$ cat src/logic/hps_pkg.sv
// package of constants and types for the handset power sequencer
package hps_pkg;
  localparam int CLK_HZ = 20000000;
  localparam int DEBOUNCE_MS = 32;
  localparam int REG_DLY_STD_US = 125;
  localparam int REG_DLY_OPT_MS = 10;
  localparam int RST_DLY_MS = 20;
  localparam int HOLD_TMO_MS = 500;
  localparam int DEBOUNCE_CYC = DEBOUNCE_MS * (CLK_HZ / 1000);
  localparam int REG_DLY_STD_CYC = REG_DLY_STD_US * (CLK_HZ / 1000000);
  localparam int REG_DLY_OPT_CYC = REG_DLY_OPT_MS * (CLK_HZ / 1000);
  localparam int RST_DLY_CYC = RST_DLY_MS * (CLK_HZ / 1000);
  localparam int HOLD_TMO_CYC = HOLD_TMO_MS * (CLK_HZ / 1000);
  localparam int CNT_W = 24;

  typedef enum logic [2:0] {
    ST_OFF = 3'b000,
    ST_FIRST_UP = 3'b001,
    ST_SECOND_UP = 3'b010,
    ST_RST_WAIT = 3'b011,
    ST_ON = 3'b100,
    ST_DN_RST = 3'b101,
    ST_DN_SECOND = 3'b110
  } hps_state_e;

  // output-good flags from the two regulator comparators
  typedef struct packed {
    logic first_good;
    logic second_good;
  } hps_good_s;

  // regulator enables toward the analog section
  typedef struct packed {
    logic first_en;
    logic second_en;
  } hps_en_s;
endpackage : hps_pkg

$ cat src/logic/hps_sequencer.sv
// power-up and power-down sequencer with debounce and hold supervision
`timescale 1ns/100ps
module hps_sequencer #(
  parameter int DEBOUNCE_CYCLES = hps_pkg::DEBOUNCE_CYC,
  parameter int REG_DLY_STD_CYCLES = hps_pkg::REG_DLY_STD_CYC,
  parameter int REG_DLY_OPT_CYCLES = hps_pkg::REG_DLY_OPT_CYC,
  parameter int RST_DLY_CYCLES = hps_pkg::RST_DLY_CYC,
  parameter int HOLD_TMO_CYCLES = hps_pkg::HOLD_TMO_CYC
) (
  input wire logic CLOCK_I,
  input wire logic SRST_I,
  input wire logic KEYPAD_WAKE_I,
  input wire logic CHARGER_DETECT_N_I,
  input wire logic POWER_HOLD_I,
  input wire logic REG_DLY_OPTION_I,
  input wire hps_pkg::hps_good_s GOOD_I,
  output logic WAKE_IRQ_N_O,
  output logic PROC_RESET_N_O,
  output hps_pkg::hps_en_s REG_EN_O,
  output logic CHARGER_SEEN_O
);
  import hps_pkg::*;

  hps_state_e state_r, state_nxt;
  logic [CNT_W-1:0] kdb_r, cdb_r, tmr_r;
  logic key_ok, chg_ok, key_ok_d_r, chg_ok_d_r;
  logic irq_n_r, rst_n_r, first_en_r, second_en_r, chg_seen_r;
  logic hold_d_r, hold_tmr_live_r;

  function automatic logic [CNT_W-1:0] to_cnt(input int v);
    to_cnt = v[CNT_W-1:0];
  endfunction : to_cnt

  // debounce limits and delay thresholds from one timebase
  wire [CNT_W-1:0] db_lim = to_cnt(DEBOUNCE_CYCLES);
  wire [CNT_W-1:0] reg_dly = REG_DLY_OPTION_I ? to_cnt(REG_DLY_OPT_CYCLES)
                                              : to_cnt(REG_DLY_STD_CYCLES);
  wire [CNT_W-1:0] rst_dly = to_cnt(RST_DLY_CYCLES);
  wire [CNT_W-1:0] hold_lim = to_cnt(HOLD_TMO_CYCLES);
  wire chg_low = ~CHARGER_DETECT_N_I;
  wire key_rise = key_ok & ~key_ok_d_r;
  wire chg_rise = chg_ok & ~chg_ok_d_r;
  wire hold_fall = hold_d_r & ~POWER_HOLD_I;
  wire tmr_hit_reg = (tmr_r >= reg_dly - 1'b1);
  wire tmr_hit_rst = (tmr_r >= rst_dly - 1'b1);
  wire hold_expired = hold_tmr_live_r & (tmr_r >= hold_lim - 1'b1);
  wire reg_fail = (first_en_r & ~GOOD_I.first_good)
                | (second_en_r & ~GOOD_I.second_good);
  // power-down other than on a regulator fault or hold timeout allowed only with charger gone and hold low
  wire may_shut = ~chg_low & ~POWER_HOLD_I;
  wire in_on = (state_r == ST_ON);

  // debounce counters: saturate once the input has stayed active long enough
  always_ff @(posedge CLOCK_I) begin
    if (SRST_I) begin
      kdb_r <= '0;
      cdb_r <= '0;
    end else begin
      kdb_r <= !KEYPAD_WAKE_I ? '0 : (kdb_r < db_lim ? kdb_r + 1'b1 : kdb_r);
      cdb_r <= !chg_low ? '0 : (cdb_r < db_lim ? cdb_r + 1'b1 : cdb_r);
    end
  end

  assign key_ok = (kdb_r >= db_lim);
  assign chg_ok = (cdb_r >= db_lim);

  always_ff @(posedge CLOCK_I) begin
    if (SRST_I) begin
      key_ok_d_r <= 1'b0;
      chg_ok_d_r <= 1'b0;
      hold_d_r <= 1'b0;
    end else begin
      key_ok_d_r <= key_ok;
      chg_ok_d_r <= chg_ok;
      hold_d_r <= POWER_HOLD_I;
    end
  end

  // sequence state machine
  always_comb begin
    state_nxt = state_r;
    unique case (state_r)
      ST_OFF: begin
        if (key_rise || chg_rise)
          state_nxt = ST_FIRST_UP;
      end
      ST_FIRST_UP: begin
        if (GOOD_I.first_good && tmr_hit_reg)
          state_nxt = ST_SECOND_UP;
      end
      ST_SECOND_UP: begin
        if (GOOD_I.second_good)
          state_nxt = ST_RST_WAIT;
      end
      ST_RST_WAIT: begin
        if (tmr_hit_rst)
          state_nxt = ST_ON;
      end
      ST_ON: begin
        // regulator fault, hold drop, or timeout without charger
        if (reg_fail)
          state_nxt = ST_DN_RST;
        else if (hold_expired && !chg_low)
          state_nxt = ST_DN_RST;
        else if (may_shut && (hold_fall || !hold_tmr_live_r))
          state_nxt = ST_DN_RST;
      end
      ST_DN_RST: begin
        if (tmr_hit_rst)
          state_nxt = ST_DN_SECOND;
      end
      ST_DN_SECOND: begin
        if (!GOOD_I.second_good && tmr_hit_reg)
          state_nxt = ST_OFF;
      end
      default: state_nxt = ST_OFF;
    endcase
  end

  // shared delay timer restarts on each state change; in ST_FIRST_UP and
  // ST_DN_SECOND it counts only once the comparator condition holds
  wire tmr_hold0 = (state_r == ST_FIRST_UP && !GOOD_I.first_good)
                 || (state_r == ST_DN_SECOND && GOOD_I.second_good);
  always_ff @(posedge CLOCK_I) begin
    if (SRST_I)
      tmr_r <= '0;
    else if (state_nxt != state_r || tmr_hold0)
      tmr_r <= '0;
    else if (tmr_r != {CNT_W{1'b1}})
      tmr_r <= tmr_r + 1'b1;
  end

  // hold supervision live from reset release until hold first seen high
  always_ff @(posedge CLOCK_I) begin
    if (SRST_I)
      hold_tmr_live_r <= 1'b0;
    else if (state_r == ST_RST_WAIT && state_nxt == ST_ON)
      hold_tmr_live_r <= 1'b1;
    else if (!in_on || POWER_HOLD_I)
      hold_tmr_live_r <= 1'b0;
  end

  // output registers; interrupt set wins over clear in the same cycle
  always_ff @(posedge CLOCK_I) begin
    if (SRST_I) begin
      irq_n_r <= 1'b1;
      rst_n_r <= 1'b0;
      first_en_r <= 1'b0;
      second_en_r <= 1'b0;
      chg_seen_r <= 1'b0;
    end else begin
      if (key_rise)
        irq_n_r <= 1'b0;
      else if (in_on && (POWER_HOLD_I || hold_expired))
        irq_n_r <= 1'b1;
      else if (state_r == ST_OFF)
        irq_n_r <= 1'b1;
      rst_n_r <= (state_nxt == ST_ON);
      first_en_r <= (state_nxt != ST_OFF);
      second_en_r <= (state_nxt == ST_SECOND_UP) || (state_nxt == ST_RST_WAIT)
                  || (state_nxt == ST_ON) || (state_nxt == ST_DN_RST);
      if (!in_on)
        chg_seen_r <= 1'b0;
      else if (chg_rise)
        chg_seen_r <= 1'b1;
    end
  end

  always_ff @(posedge CLOCK_I) begin
    if (SRST_I)
      state_r <= ST_OFF;
    else
      state_r <= state_nxt;
  end

  // good flags stay inside; only enables, reset, interrupt and charger-seen flag leave
  assign WAKE_IRQ_N_O = irq_n_r;
  assign PROC_RESET_N_O = rst_n_r;
  assign REG_EN_O = '{first_en: first_en_r, second_en: second_en_r};
  assign CHARGER_SEEN_O = chg_seen_r;

  property p_key_wakes;
    @(posedge CLOCK_I) disable iff (SRST_I)
    (state_r == ST_OFF && key_rise) |=> first_en_r;
  endproperty
  a_key_wakes: assert property (p_key_wakes)
    else $error("keypad wake did not enable first regulator");

  property p_irq_on_key;
    @(posedge CLOCK_I) disable iff (SRST_I)
    key_rise |=> !WAKE_IRQ_N_O;
  endproperty
  a_irq_on_key: assert property (p_irq_on_key)
    else $error("wake interrupt not asserted after debounce");

  property p_second_after_first;
    @(posedge CLOCK_I) disable iff (SRST_I)
    $rose(second_en_r) |-> first_en_r && GOOD_I.first_good;
  endproperty
  a_second_after_first: assert property (p_second_after_first)
    else $error("second regulator enabled before first good");

  property p_reset_needs_both;
    @(posedge CLOCK_I) disable iff (SRST_I)
    $rose(rst_n_r) |-> first_en_r && second_en_r;
  endproperty
  a_reset_needs_both: assert property (p_reset_needs_both)
    else $error("reset released without both regulators");

  property p_fault_resets;
    @(posedge CLOCK_I) disable iff (SRST_I)
    (in_on && reg_fail) |=> !PROC_RESET_N_O;
  endproperty
  a_fault_resets: assert property (p_fault_resets)
    else $error("regulator fault did not assert reset");

  property p_charger_keeps_on;
    @(posedge CLOCK_I) disable iff (SRST_I)
    (in_on && chg_low && !reg_fail) |=> PROC_RESET_N_O && second_en_r;
  endproperty
  a_charger_keeps_on: assert property (p_charger_keeps_on)
    else $error("shutdown while charger present");

  property p_second_off_late;
    @(posedge CLOCK_I) disable iff (SRST_I)
    $fell(rst_n_r) |-> second_en_r [*2];
  endproperty
  a_second_off_late: assert property (p_second_off_late)
    else $error("second regulator dropped with reset");

  property p_first_off_last;
    @(posedge CLOCK_I) disable iff (SRST_I)
    $fell(first_en_r) |-> !second_en_r && !rst_n_r;
  endproperty
  a_first_off_last: assert property (p_first_off_last)
    else $error("first regulator off before second");

  property p_hold_timeout;
    @(posedge CLOCK_I) disable iff (SRST_I)
    (in_on && hold_expired && !chg_low) |=> !PROC_RESET_N_O && WAKE_IRQ_N_O;
  endproperty
  a_hold_timeout: assert property (p_hold_timeout)
    else $error("hold timeout not handled");

  // hold handshake, keypad and wake interrupt cases, charger cases and the delay phases of the sequence
  property p_hold_clears_irq;
    @(posedge CLOCK_I) disable iff (SRST_I)
    (in_on && POWER_HOLD_I && !key_rise) |=> WAKE_IRQ_N_O;
  endproperty
  a_hold_clears_irq: assert property (p_hold_clears_irq)
    else $error("hold high did not clear wake interrupt");

  property p_hold_fall_resets;
    @(posedge CLOCK_I) disable iff (SRST_I)
    (in_on && may_shut && hold_fall) |=> !PROC_RESET_N_O;
  endproperty
  a_hold_fall_resets: assert property (p_hold_fall_resets)
    else $error("falling hold did not assert reset");

  property p_key_keeps_on;
    @(posedge CLOCK_I) disable iff (SRST_I)
    (in_on && key_rise && POWER_HOLD_I && !reg_fail && !hold_expired)
      |=> PROC_RESET_N_O && !WAKE_IRQ_N_O;
  endproperty
  a_key_keeps_on: assert property (p_key_keeps_on)
    else $error("later keypad press changed power state");

  property p_charger_recorded;
    @(posedge CLOCK_I) disable iff (SRST_I)
    (in_on && chg_rise && !reg_fail)
      |=> CHARGER_SEEN_O && PROC_RESET_N_O && $stable(REG_EN_O);
  endproperty
  a_charger_recorded: assert property (p_charger_recorded)
    else $error("charger while on not recorded or disturbed outputs");

  property p_charger_wakes;
    @(posedge CLOCK_I) disable iff (SRST_I)
    (state_r == ST_OFF && chg_rise) |=> REG_EN_O.first_en;
  endproperty
  a_charger_wakes: assert property (p_charger_wakes)
    else $error("charger did not enable first regulator");

  property p_quiet_irq;
    @(posedge CLOCK_I) disable iff (SRST_I)
    (!in_on && !key_rise && WAKE_IRQ_N_O) |=> WAKE_IRQ_N_O;
  endproperty
  a_quiet_irq: assert property (p_quiet_irq)
    else $error("wake interrupt asserted without keypad event");

  property p_charger_blocks_tmo;
    @(posedge CLOCK_I) disable iff (SRST_I)
    (in_on && chg_low && hold_expired && !reg_fail) |=> PROC_RESET_N_O;
  endproperty
  a_charger_blocks_tmo: assert property (p_charger_blocks_tmo)
    else $error("hold timeout acted while charger present");

  property p_hold_timer_start;
    @(posedge CLOCK_I) disable iff (SRST_I)
    $rose(PROC_RESET_N_O) |-> hold_tmr_live_r && (tmr_r == '0);
  endproperty
  a_hold_timer_start: assert property (p_hold_timer_start)
    else $error("hold timer not started at reset release");

  property p_second_held_in_dn;
    @(posedge CLOCK_I) disable iff (SRST_I)
    (state_r == ST_DN_RST && !tmr_hit_rst) |=> REG_EN_O.second_en;
  endproperty
  a_second_held_in_dn: assert property (p_second_held_in_dn)
    else $error("second regulator disabled before reset delay");

  property p_second_waits_dly;
    @(posedge CLOCK_I) disable iff (SRST_I)
    (state_r == ST_FIRST_UP && !tmr_hit_reg) |=> !REG_EN_O.second_en;
  endproperty
  a_second_waits_dly: assert property (p_second_waits_dly)
    else $error("second regulator enabled before regulator delay");

  c_key_up: cover property (@(posedge CLOCK_I) $rose(rst_n_r) && !irq_n_r);
  c_chg_up: cover property (@(posedge CLOCK_I) $rose(rst_n_r) && irq_n_r);
  c_down: cover property (@(posedge CLOCK_I) $fell(first_en_r));
  c_chg_seen: cover property (@(posedge CLOCK_I) $rose(chg_seen_r));
  c_tmo: cover property (@(posedge CLOCK_I) in_on && hold_expired);
endmodule : hps_sequencer

$ cat config.mk
export PLATFORM = sky130hd
export DESIGN_NAME = hps_sequencer
export DESIGN_NICKNAME = d
export VERILOG_FILES = /design/src/logic/hps_pkg.sv /design/src/logic/hps_sequencer.sv
export SDC_FILE = /design/constraint.sdc
export NUM_CORES = 1
export LEC_CHECK = 0
export BUFFER_PORTS_ARGS = -buffer_cell sky130_fd_sc_hd__buf_2
export CELL_PAD_IN_SITES_DETAIL_PLACEMENT = 1
export CELL_PAD_IN_SITES_GLOBAL_PLACEMENT = 1
export CORE_MARGIN = 2
export CORE_UTILIZATION = 43
export CTS_CLUSTER_DIAMETER = 30
export DETAILED_ROUTE_END_ITERATION = 7
export GPL_TIMING_DRIVEN = 0
export PLACE_DENSITY_LB_ADDON = 0.1
export SYNTH_ARGS = -nofsm -noshare
export SYNTH_HDL_FRONTEND = slang
export SYNTH_SLANG_ARGS = --single-unit
$ cat constraint.sdc
create_clock -name CLOCK_I -period 2.2 [get_ports CLOCK_I]
set_input_delay 0 -clock CLOCK_I [delete_from_list [all_inputs] [get_ports CLOCK_I]]
set_output_delay 0 -clock CLOCK_I [all_outputs]
set_load 0.05 [all_outputs]
==> flow_summary.toml, run 1 <==
[status]
status = "finished with violations"
violations = "negative setup slack"

[yosys]
synth-seq-area-share = 0.395
synth.avg_cell_area_um2 = 8.75
synth_flop_cell = "dfxtp_1"
synth_seq_cells = 84
synth_warnings = 0
netlist_area_um2 = 4250
synthArstFlopShare = 0
synth_edf_count = 0
ys_types = 56
syn_inst = 486
syn_nets = 508

[worst_setup_path]
cpMaxStageDelayCell = "a311oi_2"
crit_start = "tmr_r[3]"
critPathBufInv = 3
crit_chain = "buf_6 > nand4_1 > o41ai_4 > nand4b_1 > a311oi_2 > a2bb2oi_2 > a21oi_4 > buf_12 > buf_8 > nor3_2"
cp_max_fo = 5
arrival_ns = 2.68
cp.required_ns = 2.44
critPathMaxStageDelay_ns = 0.39
cp.depth = 10
crit_type = "register to register"
r2r-start = "tmr_r[3]"
r2r.worst_path.cells = 10
cp-end-kind = "register"
crit_family = "compound AO/OA/AOI/OAI gates"
critPathLaunchType = "register"

[finish]
area_growth_syn_to_layout_pct = 28.9
drive_above_1_share = 0.287
final_cell_area_um2 = 5480
fillCellCount = 1095
diodes = 0
layout.nets = 558

[global_routing]
antenna_found_initial = 0
grt_pass1_wl_mm = 17.8
grt.total_usage = 0.214
grt_pass1_vias = 3641
overflow = 0
grt_max_degree = 14

[timing]
setup_violations = 32
worst_pin_slew_ns = 0.484
setup_slack_ns = -0.239
slew_viol_final = 0
timing.final.crit_share = 1.11
relSlewSlack = 0.678
period_minus_slack_ns = 2.44
skew_ns = 0.0113
rsz0062_at_grt = "yes"
hold_violations = 0
max_freq_mhz = 410

[placement]
dp_hpwl_mm = 7.09
gp_congestion = 0.829
placed_cell_area_um2 = 4490
pre_cts_slack_ns = -0.699
io_buffers = 12

[clock_tree]
ctsHtreeMaxLevel = 3
cts_buffers = 9
clock_insertion_delay_worst_skew_ns = 0.36
cts_tree = "yes"
cts-root-buf = "clkbuf_8"
clkSinkCount = 84
clk_path_buf_depth = 2
clk_pin_slew_worst_paths_ns = 0.08

[floorplan]
fp.dieArea_um2 = 10700
start_util = 0.439
die_h_um = 103
die_w_um = 103
design.core.area_um2 = 9680
rows = 36
io_pins = 13

[min_path]
hold_path.class = "input port to register"
hp-start = "CHARGER_DETECT_N_I"
whs_path_depth = 3

[flow_run]
drv_cap = 0

[power_and_ir_drop]
p_leak_uw = 0.00192
power_uw = 2820
ir_drop_mv = 0.274
power_density_nw_per_um2 = 515

[route]
first_pass_iters = 5
ant_nets = 0
drt_iter0_drc = 98
drt-vias-per-instance = 5.41
wl_per_cell_um = 16.5
drc = 0
routed_wl_mm = 11.1
vias = 3648
[state kept, by name, summed over array words and instances, names as in the netlist]
| signal | cells |
|---|---|
| tmr_r | 24 |
| CHARGER_SEEN_O | 1 |
| state_r | 3 |
| key_ok_d_r | 1 |
| WAKE_IRQ_N_O | 1 |
| chg_ok_d_r | 1 |
| hold_tmr_live_r | 1 |
| hold_d_r | 1 |
| cdb_r | 24 |
| second_en_r | 1 |
| kdb_r | 24 |
| PROC_RESET_N_O | 1 |
| first_en_r | 1 |
[worst min-delay path, stage by stage]
cell    delay (ns)
buf_2         0.12
nor2_1        0.07
and2_1        0.15
[through the flow]
step / TNS (ns) / std cells / utilization / hold slack (ns)
3_5_place_dp: -19.46 / 631 / 0.464 / 0.272
3_3_place_gp: -16.12 / 631 / 0.464 / 0.263
4_1_cts: -3.27 / 671 / 0.544 / 0.0137
6_report: -4.87 / 674 / 0.566 / 0.0239
5_1_grt: -7.75 / 674 / 0.566 / 0.0313
2_1_floorplan: -0.0594 / 486 / - / 0.0716
[layout by cell type (no fill, tap or decap), drive strengths merged, types with 15 or more instances in the layout]
cell type / Yosys / final
a21oi: 15 / 15
buf: 7 / 46
clkbuf: 13 / 23
dfxtp: 84 / 84
nand2: 29 / 29
nand3: 29 / 29
nor2: 77 / 77
nor3: 31 / 31
xnor2: 22 / 22
xor2: 33 / 33
[final timing paths]
kind                                  end  slack [ns]
worst max-delay path             tmr_r[9]       -0.24
worst min-delay path            cdb_r[21]        0.02
worst max register to register   tmr_r[9]       -0.24
worst min register to register  cdb_r[23]        0.46
[repair_timing]
item,CTS,global route
pin swaps,29,25
hold buffers,3,0
endpoints found under the hold margin,4,0
cloned,3,0
resized for setup,70,44
buffers inserted,21,7
setup endpoints to repair,54,52
[area by class of cell]
| type | instances | area, um^2 | share of cell area |
|---|---|---|---|
| Timing Repair Buffer | 43 | 424 | 0.0774 |
| Buffer | 16 | 119 | 0.0217 |
| Inverter | 14 | 52.6 | 0.00958 |
| Sequential cell | 84 | 1710 | 0.313 |
| Tap cell | 133 | 166 | 0.0304 |
| Clock buffer | 13 | 159 | 0.0290 |
| Clock inverter | 3 | 45.0 | 0.00822 |
| Multi-Input combinational cell | 368 | 2800 | 0.511 |
[cell usage after synthesis, types with 2 or more instances]
cell type / n / area [um^2]
xnor2_1: 22 / 193
o41ai_1: 2 / 17.5
a211oi_1: 4 / 30.0
a21oi_1: 13 / 65.1
nor3_1: 11 / 55.1
nand3b_1: 3 / 22.5
a31oi_1: 2 / 12.5
and2_1: 10 / 62.6
a41oi_1: 3 / 26.3
and4_1: 5 / 43.8
nand3_1: 29 / 145
buf_4: 2 / 15.0
nand2b_1: 3 / 18.8
a21oi_4: 2 / 32.5
nand2_1: 29 / 109
buf_6: 2 / 22.5
dfxtp_1: 84 / 1680
or2_2: 2 / 12.5
clkbuf_1: 13 / 48.8
o211ai_1: 2 / 15.0
or4_1: 2 / 15.0
and3_1: 11 / 68.8
a2111oi_0: 2 / 17.5
ha_1: 14 / 175
or3_1: 5 / 31.3
nor3_2: 20 / 200
nor4_1: 4 / 25.0
xor2_1: 33 / 289
nor3b_1: 2 / 15.0
nor2_1: 77 / 289
inv_1: 14 / 52.6
nor4b_1: 5 / 43.8
buf_2: 2 / 10.0
o21ai_0: 13 / 65.1
nand4_1: 14 / 87.6
nor2b_1: 5 / 31.3
[metal layers]
metal,wire length (um),global-route usage,up-vias
met2,5570,0.370,30
li1,-,-,1792
met1,5220,0.265,1814
met3,183,0.0363,12
met5,0,0,-
met4,174,0.0850,0
[kinds of logic (layout without fill, tap and decap cells)]
kind of cell / after synthesis / count (layout) / synth area share
flops: 84 / 84 / 0.395
xor+xnor: 55 / 55 / 0.113
buf+inv: 34 / 89 / 0.0359
fa+ha+maj: 14 / 14 / 0.0412
compound gates: 56 / 56 / 0.102
mux: 1 / 1 / 0.00235
simple gates: 242 / 242 / 0.310
[where the power goes]
group	internal (uW)	switching, uW
logic	64.9	75.4
registers	1520	12.5
clock network	588	558
total	2180	646
Note: power is estimated with default switching activity, not from simulation.
==> inputs of run 2 (changes only) <==
- BUFFER_PORTS_ARGS: -buffer_cell sky130_fd_sc_hd__buf_2 -> -buffer_cell sky130_fd_sc_hd__clkbuf_2
==> flow_summary.toml, run 2 (same netlist as run 1, synthesis figures left out) <==
[worst_setup_path]
critPathLaunchType = "register"
crit_type = "register to register"
critPathMaxStageDelay_ns = 0.53
cp.required_ns = 2.48
cp-end-kind = "register"
rr_endpoint = "tmr_r[2]"
r2r_slack_ns = -0.16
arrival_ns = 2.65
crit_chain = "or4_4 > a211o_4 > a21oi_4 > o22a_2 > o211a_4 > a21oi_4 > buf_12 > buf_6 > nor4_4"
cpMostUsedCell = "a21oi_4"
r2r-start = "kdb_r[10]"
cpMaxStageDelayCell = "or4_4"
cp_max_fo = 5
r2r.worst_path.cells = 9

[placement]
dp_hpwl_mm = 7.05
placed_cell_area_um2 = 4490
gp_congestion = 0.828
io_buffers = 12
pre_cts_slack_ns = -0.661

[min_path]
hp-start = "CHARGER_DETECT_N_I"
hold_path.class = "input port to register"
hold_end = "cdb_r[23]"
whs_path_depth = 3

[power_and_ir_drop]
p_leak_uw = 0.00191
ir_drop_mv = 0.516
power_density_nw_per_um2 = 582

[finish]
utilization = 0.553
layout.nets = 558
fillCellCount = 1106
diodes = 0
final_cell_area_um2 = 5350
drive_above_1_share = 0.272
mostFrequentLayoutCell = "nor2_1"
area_growth_syn_to_layout_pct = 25.8
reg_top3 = "cdb_r: 24 flops, kdb_r: 24 flops, tmr_r: 24 flops"
final_cell_mix = "74 x nor2_1, 68 x dfxtp_1, 33 x xor2_1"

[global_routing]
grt.total_usage = 0.209
grt_pass1_vias = 3590
grt_pass1_wl_mm = 17.2
antenna_found_initial = 0
overflow = 0
grt_max_degree = 14

[timing]
skew_ns = 0.0110
setup_violations = 34
worst_pin_slew_ns = 0.528
slew_viol_final = 0
timing.final.crit_share = 1.07
rsz0062_at_grt = "yes"
max_freq_mhz = 423
relSlewSlack = 0.645
period_minus_slack_ns = 2.36
hold_violations = 0
hold_slack_ns = 0.0302
setup_slack_ns = -0.161

[route]
first_pass_iters = 4
wl_per_cell_um = 16.2
ant_nets = 0
drt_iter0_drc = 74
vias = 3607
drc = 0
drt-vias-per-instance = 5.35
routed_wl_mm = 10.9

[clock_tree]
clk_pin_slew_worst_paths_ns = 0.08
cts-root-buf = "clkbuf_8"
cts_buffers = 9
clock_insertion_delay_worst_skew_ns = 0.38
clk_path_buf_depth = 2
ctsHtreeMaxLevel = 3
cts_tree = "yes"
clkSinkCount = 84

[status]
violations = "negative setup slack"
status = "finished with violations"

[floorplan]
start_util = 0.439
die_h_um = 103
design.core.area_um2 = 9680
fp.dieArea_um2 = 10700
io_pins = 13
die_w_um = 103
rows = 36

[flow_run]
drv_cap = 0
==> run 2: cell types whose count changed in the layout (fill, tap and decap cells not counted), moves of 3 or more <==
cell	previous run	this run
buf_8	4	1
buf_6	9	5
clkbuf_2	2	14
buf_4	15	26
buf_2	12	0
bufinv_16	1	4
==> run 2: routing by layer <==
layer	track usage	routed length (um)
met1	0.263	5010
met2	0.346	5450
met3	0.0484	217
met4	0.0860	208
met5	0	0
==> run 2: final cells by class <==
class,count,area [um^2],area share
tap,133,166,0.0311
clock buffer,12,145,0.0271
timing repair buffer,44,357,0.0666
inverter,14,52.6,0.00982
multi-input combinational,368,2700,0.504
sequential,84,1710,0.319
buffer,15,105,0.0196
clock inverter,4,120,0.0224
==> run 2: report_power, final <==
group	leakage, uW	switching [uW]	internal [uW]	total (uW)
registers	0.000686	12.1	1530	1540
clock network	0.000131	561	901	1460
logic	0.00109	67.0	44.5	112
total	0.00191	640	2470	3110
==> run 2: how the worst max path moves through the flow <==
stage | start | slack [ns] | to | depth (start not counted)
finish | kdb_r[10] | -0.16 | tmr_r[2] | 9
global route | tmr_r[4] | -0.23 | tmr_r[13] | 9
CTS | kdb_r[10] | -0.12 | tmr_r[2] | 8
detailed placement | tmr_r[0] | -0.66 | tmr_r[9] | 9
global placement | tmr_r[0] | -0.58 | tmr_r[9] | 9
floorplan | kdb_r[13] | -0.03 | tmr_r[10] | 8
==> run 2: what timing repair did <==
item	in CTS	in global routing
cloned	0	1
hold endpoints to repair	4	0
setup buffers	15	14
pin swaps	20	22
resized for setup	45	39
hold buffers	3	0
endpoints found under the setup margin	53	55
==> run 2: worst max-delay path, delay by kind of cell (launching register included) <==
| kind | cells | cell delay (ns) |
|---|---|---|
| AOI/OAI and AO/OA | 5 | 0.92 |
| and+or+nand+nor | 2 | 0.76 |
| buffers and inverters | 2 | 0.27 |
| DFF | 1 | 0.33 |
==> run 2: per-stage QoR <==
| step | power (uW) | TNS [ns] | std cells |
|---|---|---|---|
| finish | 3110 | -2.36 | 674 |
| global route | 3230 | -6.97 | 674 |
| CTS | 3140 | -3.16 | 662 |
| detailed placement | 1660 | -18.48 | 631 |
| global placement | 1650 | -16.09 | 631 |
| floorplan | 1630 | -0.0594 | 486 |
==> inputs of run 3 (changes only) <==
--- a/config.mk
+++ b/config.mk
@@ -10,2 +10,3 @@
 export CELL_PAD_IN_SITES_GLOBAL_PLACEMENT = 1
+export CORE_ASPECT_RATIO = 0.9
 export CORE_MARGIN = 2
==> constraint.sdc (replaced) <==
create_clock -name CLOCK_I -period 2.2 [get_ports CLOCK_I]
set_input_delay 0.33 -clock CLOCK_I [delete_from_list [all_inputs] [get_ports CLOCK_I]]
set_output_delay 0.33 -clock CLOCK_I [all_outputs]
set_load 0.05 [all_outputs]
==> flow_summary.toml, run 3 (same netlist as run 1, synthesis figures left out) <==
[finish]
reg_top3 = "cdb_r: 24 flops, kdb_r: 24 flops, tmr_r: 24 flops"
layout.nets = 561
final_cell_mix = "73 x nor2_1, 68 x dfxtp_1, 33 x xor2_1"
drive_above_1_share = 0.304
mostFrequentLayoutCell = "nor2_1"
final_cells = 669
diodes = 0
area_growth_syn_to_layout_pct = 30.1

[power_and_ir_drop]
power_density_nw_per_um2 = 549
ir_drop_mv = 0.357
power_uw = 3030
p_leak_uw = 0.00192

[global_routing]
grt_pass1_wl_mm = 18.8
overflow = 0
grt_pass1_vias = 3856
antenna_found_initial = 0
grt.total_usage = 0.223
grt_max_degree = 14

[worst_setup_path]
critPathLaunchType = "register"
rr_endpoint = "tmr_r[10]"
r2r-start = "state_r[0]"
cp.required_ns = 2.50
r2r.worst_path.cells = 11
cp_max_fo = 10
crit_start = "state_r[0]"
r2r_slack_ns = -0.24
cp-end-kind = "register"
arrival_ns = 2.74
crit_type = "register to register"

[min_path]
hp-start = "POWER_HOLD_I"
whs_path_depth = 2
hold_path.class = "input port to register"
hold_end = "hold_d_r"

[clock_tree]
ctsHtreeMaxLevel = 3
clk_path_buf_depth = 2
cts-root-buf = "clkbuf_8"
clock_insertion_delay_worst_skew_ns = 0.37
clk_pin_slew_worst_paths_ns = 0.09
cts_tree = "yes"
cts_buffers = 9
clkSinkCount = 84

[route]
wl_per_cell_um = 18.2
drt_iter0_drc = 128
drc = 0
first_pass_iters = 4
routed_wl_mm = 12.2
vias = 3652
drt-vias-per-instance = 5.46
ant_nets = 0

[placement]
dp_hpwl_mm = 7.26
pre_cts_slack_ns = -0.721
place_inst = 624
gp_congestion = 0.829
io_buffers = 12

[timing]
relSlewSlack = 0.621
hold_violations = 0
rsz0062_at_grt = "yes"
slew_viol_final = 0
setup_violations = 41
timing.final.crit_share = 1.11
worst_pin_slew_ns = 0.568
skew_ns = 0.00860
max_freq_mhz = 409
setup_slack_ns = -0.244
hold_slack_ns = 0.262
period_minus_slack_ns = 2.44

[floorplan]
rows = 34
design.core.area_um2 = 9660
die_w_um = 109
fp.dieArea_um2 = 10700
start_util = 0.440
die_h_um = 98.3
io_pins = 13

[flow_run]
drv_cap = 0

[status]
violations = "negative setup slack"
status = "finished with violations"
==> run 3: where the power goes <==
group	total (uW)	leakage (uW)	internal (uW)	switching [uW]
Sequential	1540	0.000687	1530	12.3
Combinational	145	0.00112	60.3	84.8
Clock	1350	0.000116	780	572
==> run 3: area by class of cell <==
type | instances | area [um^2]
multi-input cells | 368 | 2860
clock inverters | 4 | 97.6
flip-flops and latches | 84 | 1710
fillers | 1107 | 4120
well taps | 126 | 158
inverters | 14 | 56.3
repair buffers | 47 | 419
plain buffers | 15 | 88.8
clock buffers | 11 | 141
==> run 3: what timing repair did <==
| action | in CTS | in global routing |
|---|---|---|
| gates resized for setup | 53 | 62 |
| hold buffers | 0 | 0 |
| endpoints found under the setup margin | 56 | 56 |
| pin swaps | 29 | 30 |
| cloned | 1 | 0 |
| buffers inserted | 19 | 18 |
==> run 3: worst max-delay path by stage <==
stage	end	slack, ns
5_1_grt	tmr_r[7]	-0.35
2_1_floorplan	tmr_r[13]	-0.03
3_5_place_dp	tmr_r[12]	-0.72
4_1_cts	tmr_r[4]	-0.23
6_report	tmr_r[10]	-0.24
3_3_place_gp	tmr_r[13]	-0.71
==> run 3: metrics by stage <==
step / setup TNS, ns / instance area (um^2) / utilization
floorplan: -0.0592 / 4280 / -
global placement: -21.72 / 4490 / 0.465
detailed placement: -23.23 / 4490 / 0.465
CTS: -5.96 / 5140 / 0.532
global route: -9.46 / 5530 / 0.573
finish: -5.41 / 5530 / 0.573
==> run 3: critical path, cell delays in order, from the launching register on <==
cell and delay (ns):
dfxtp_1 0.41, buf_1 0.41, inv_1 0.18, a31oi_1 0.25, nor2_1 0.07, a221oi_1 0.26, o211a_4 0.23, a21oi_4 0.06
buf_12 0.16, buf_12 0.12, buf_16 0.13, nor3_2 0.10
==> run 3: per-layer routing <==
layer  share of wire  GRT usage  wire length [um]  vias to the layer above
met1            0.45      0.289              5500                     1778
met5               0          0                 0                        -
met2            0.51      0.380              6160                       49
met4           0.021     0.0572               259                        0
li1                -          -                 -                     1800
met3           0.022     0.0427               265                       25
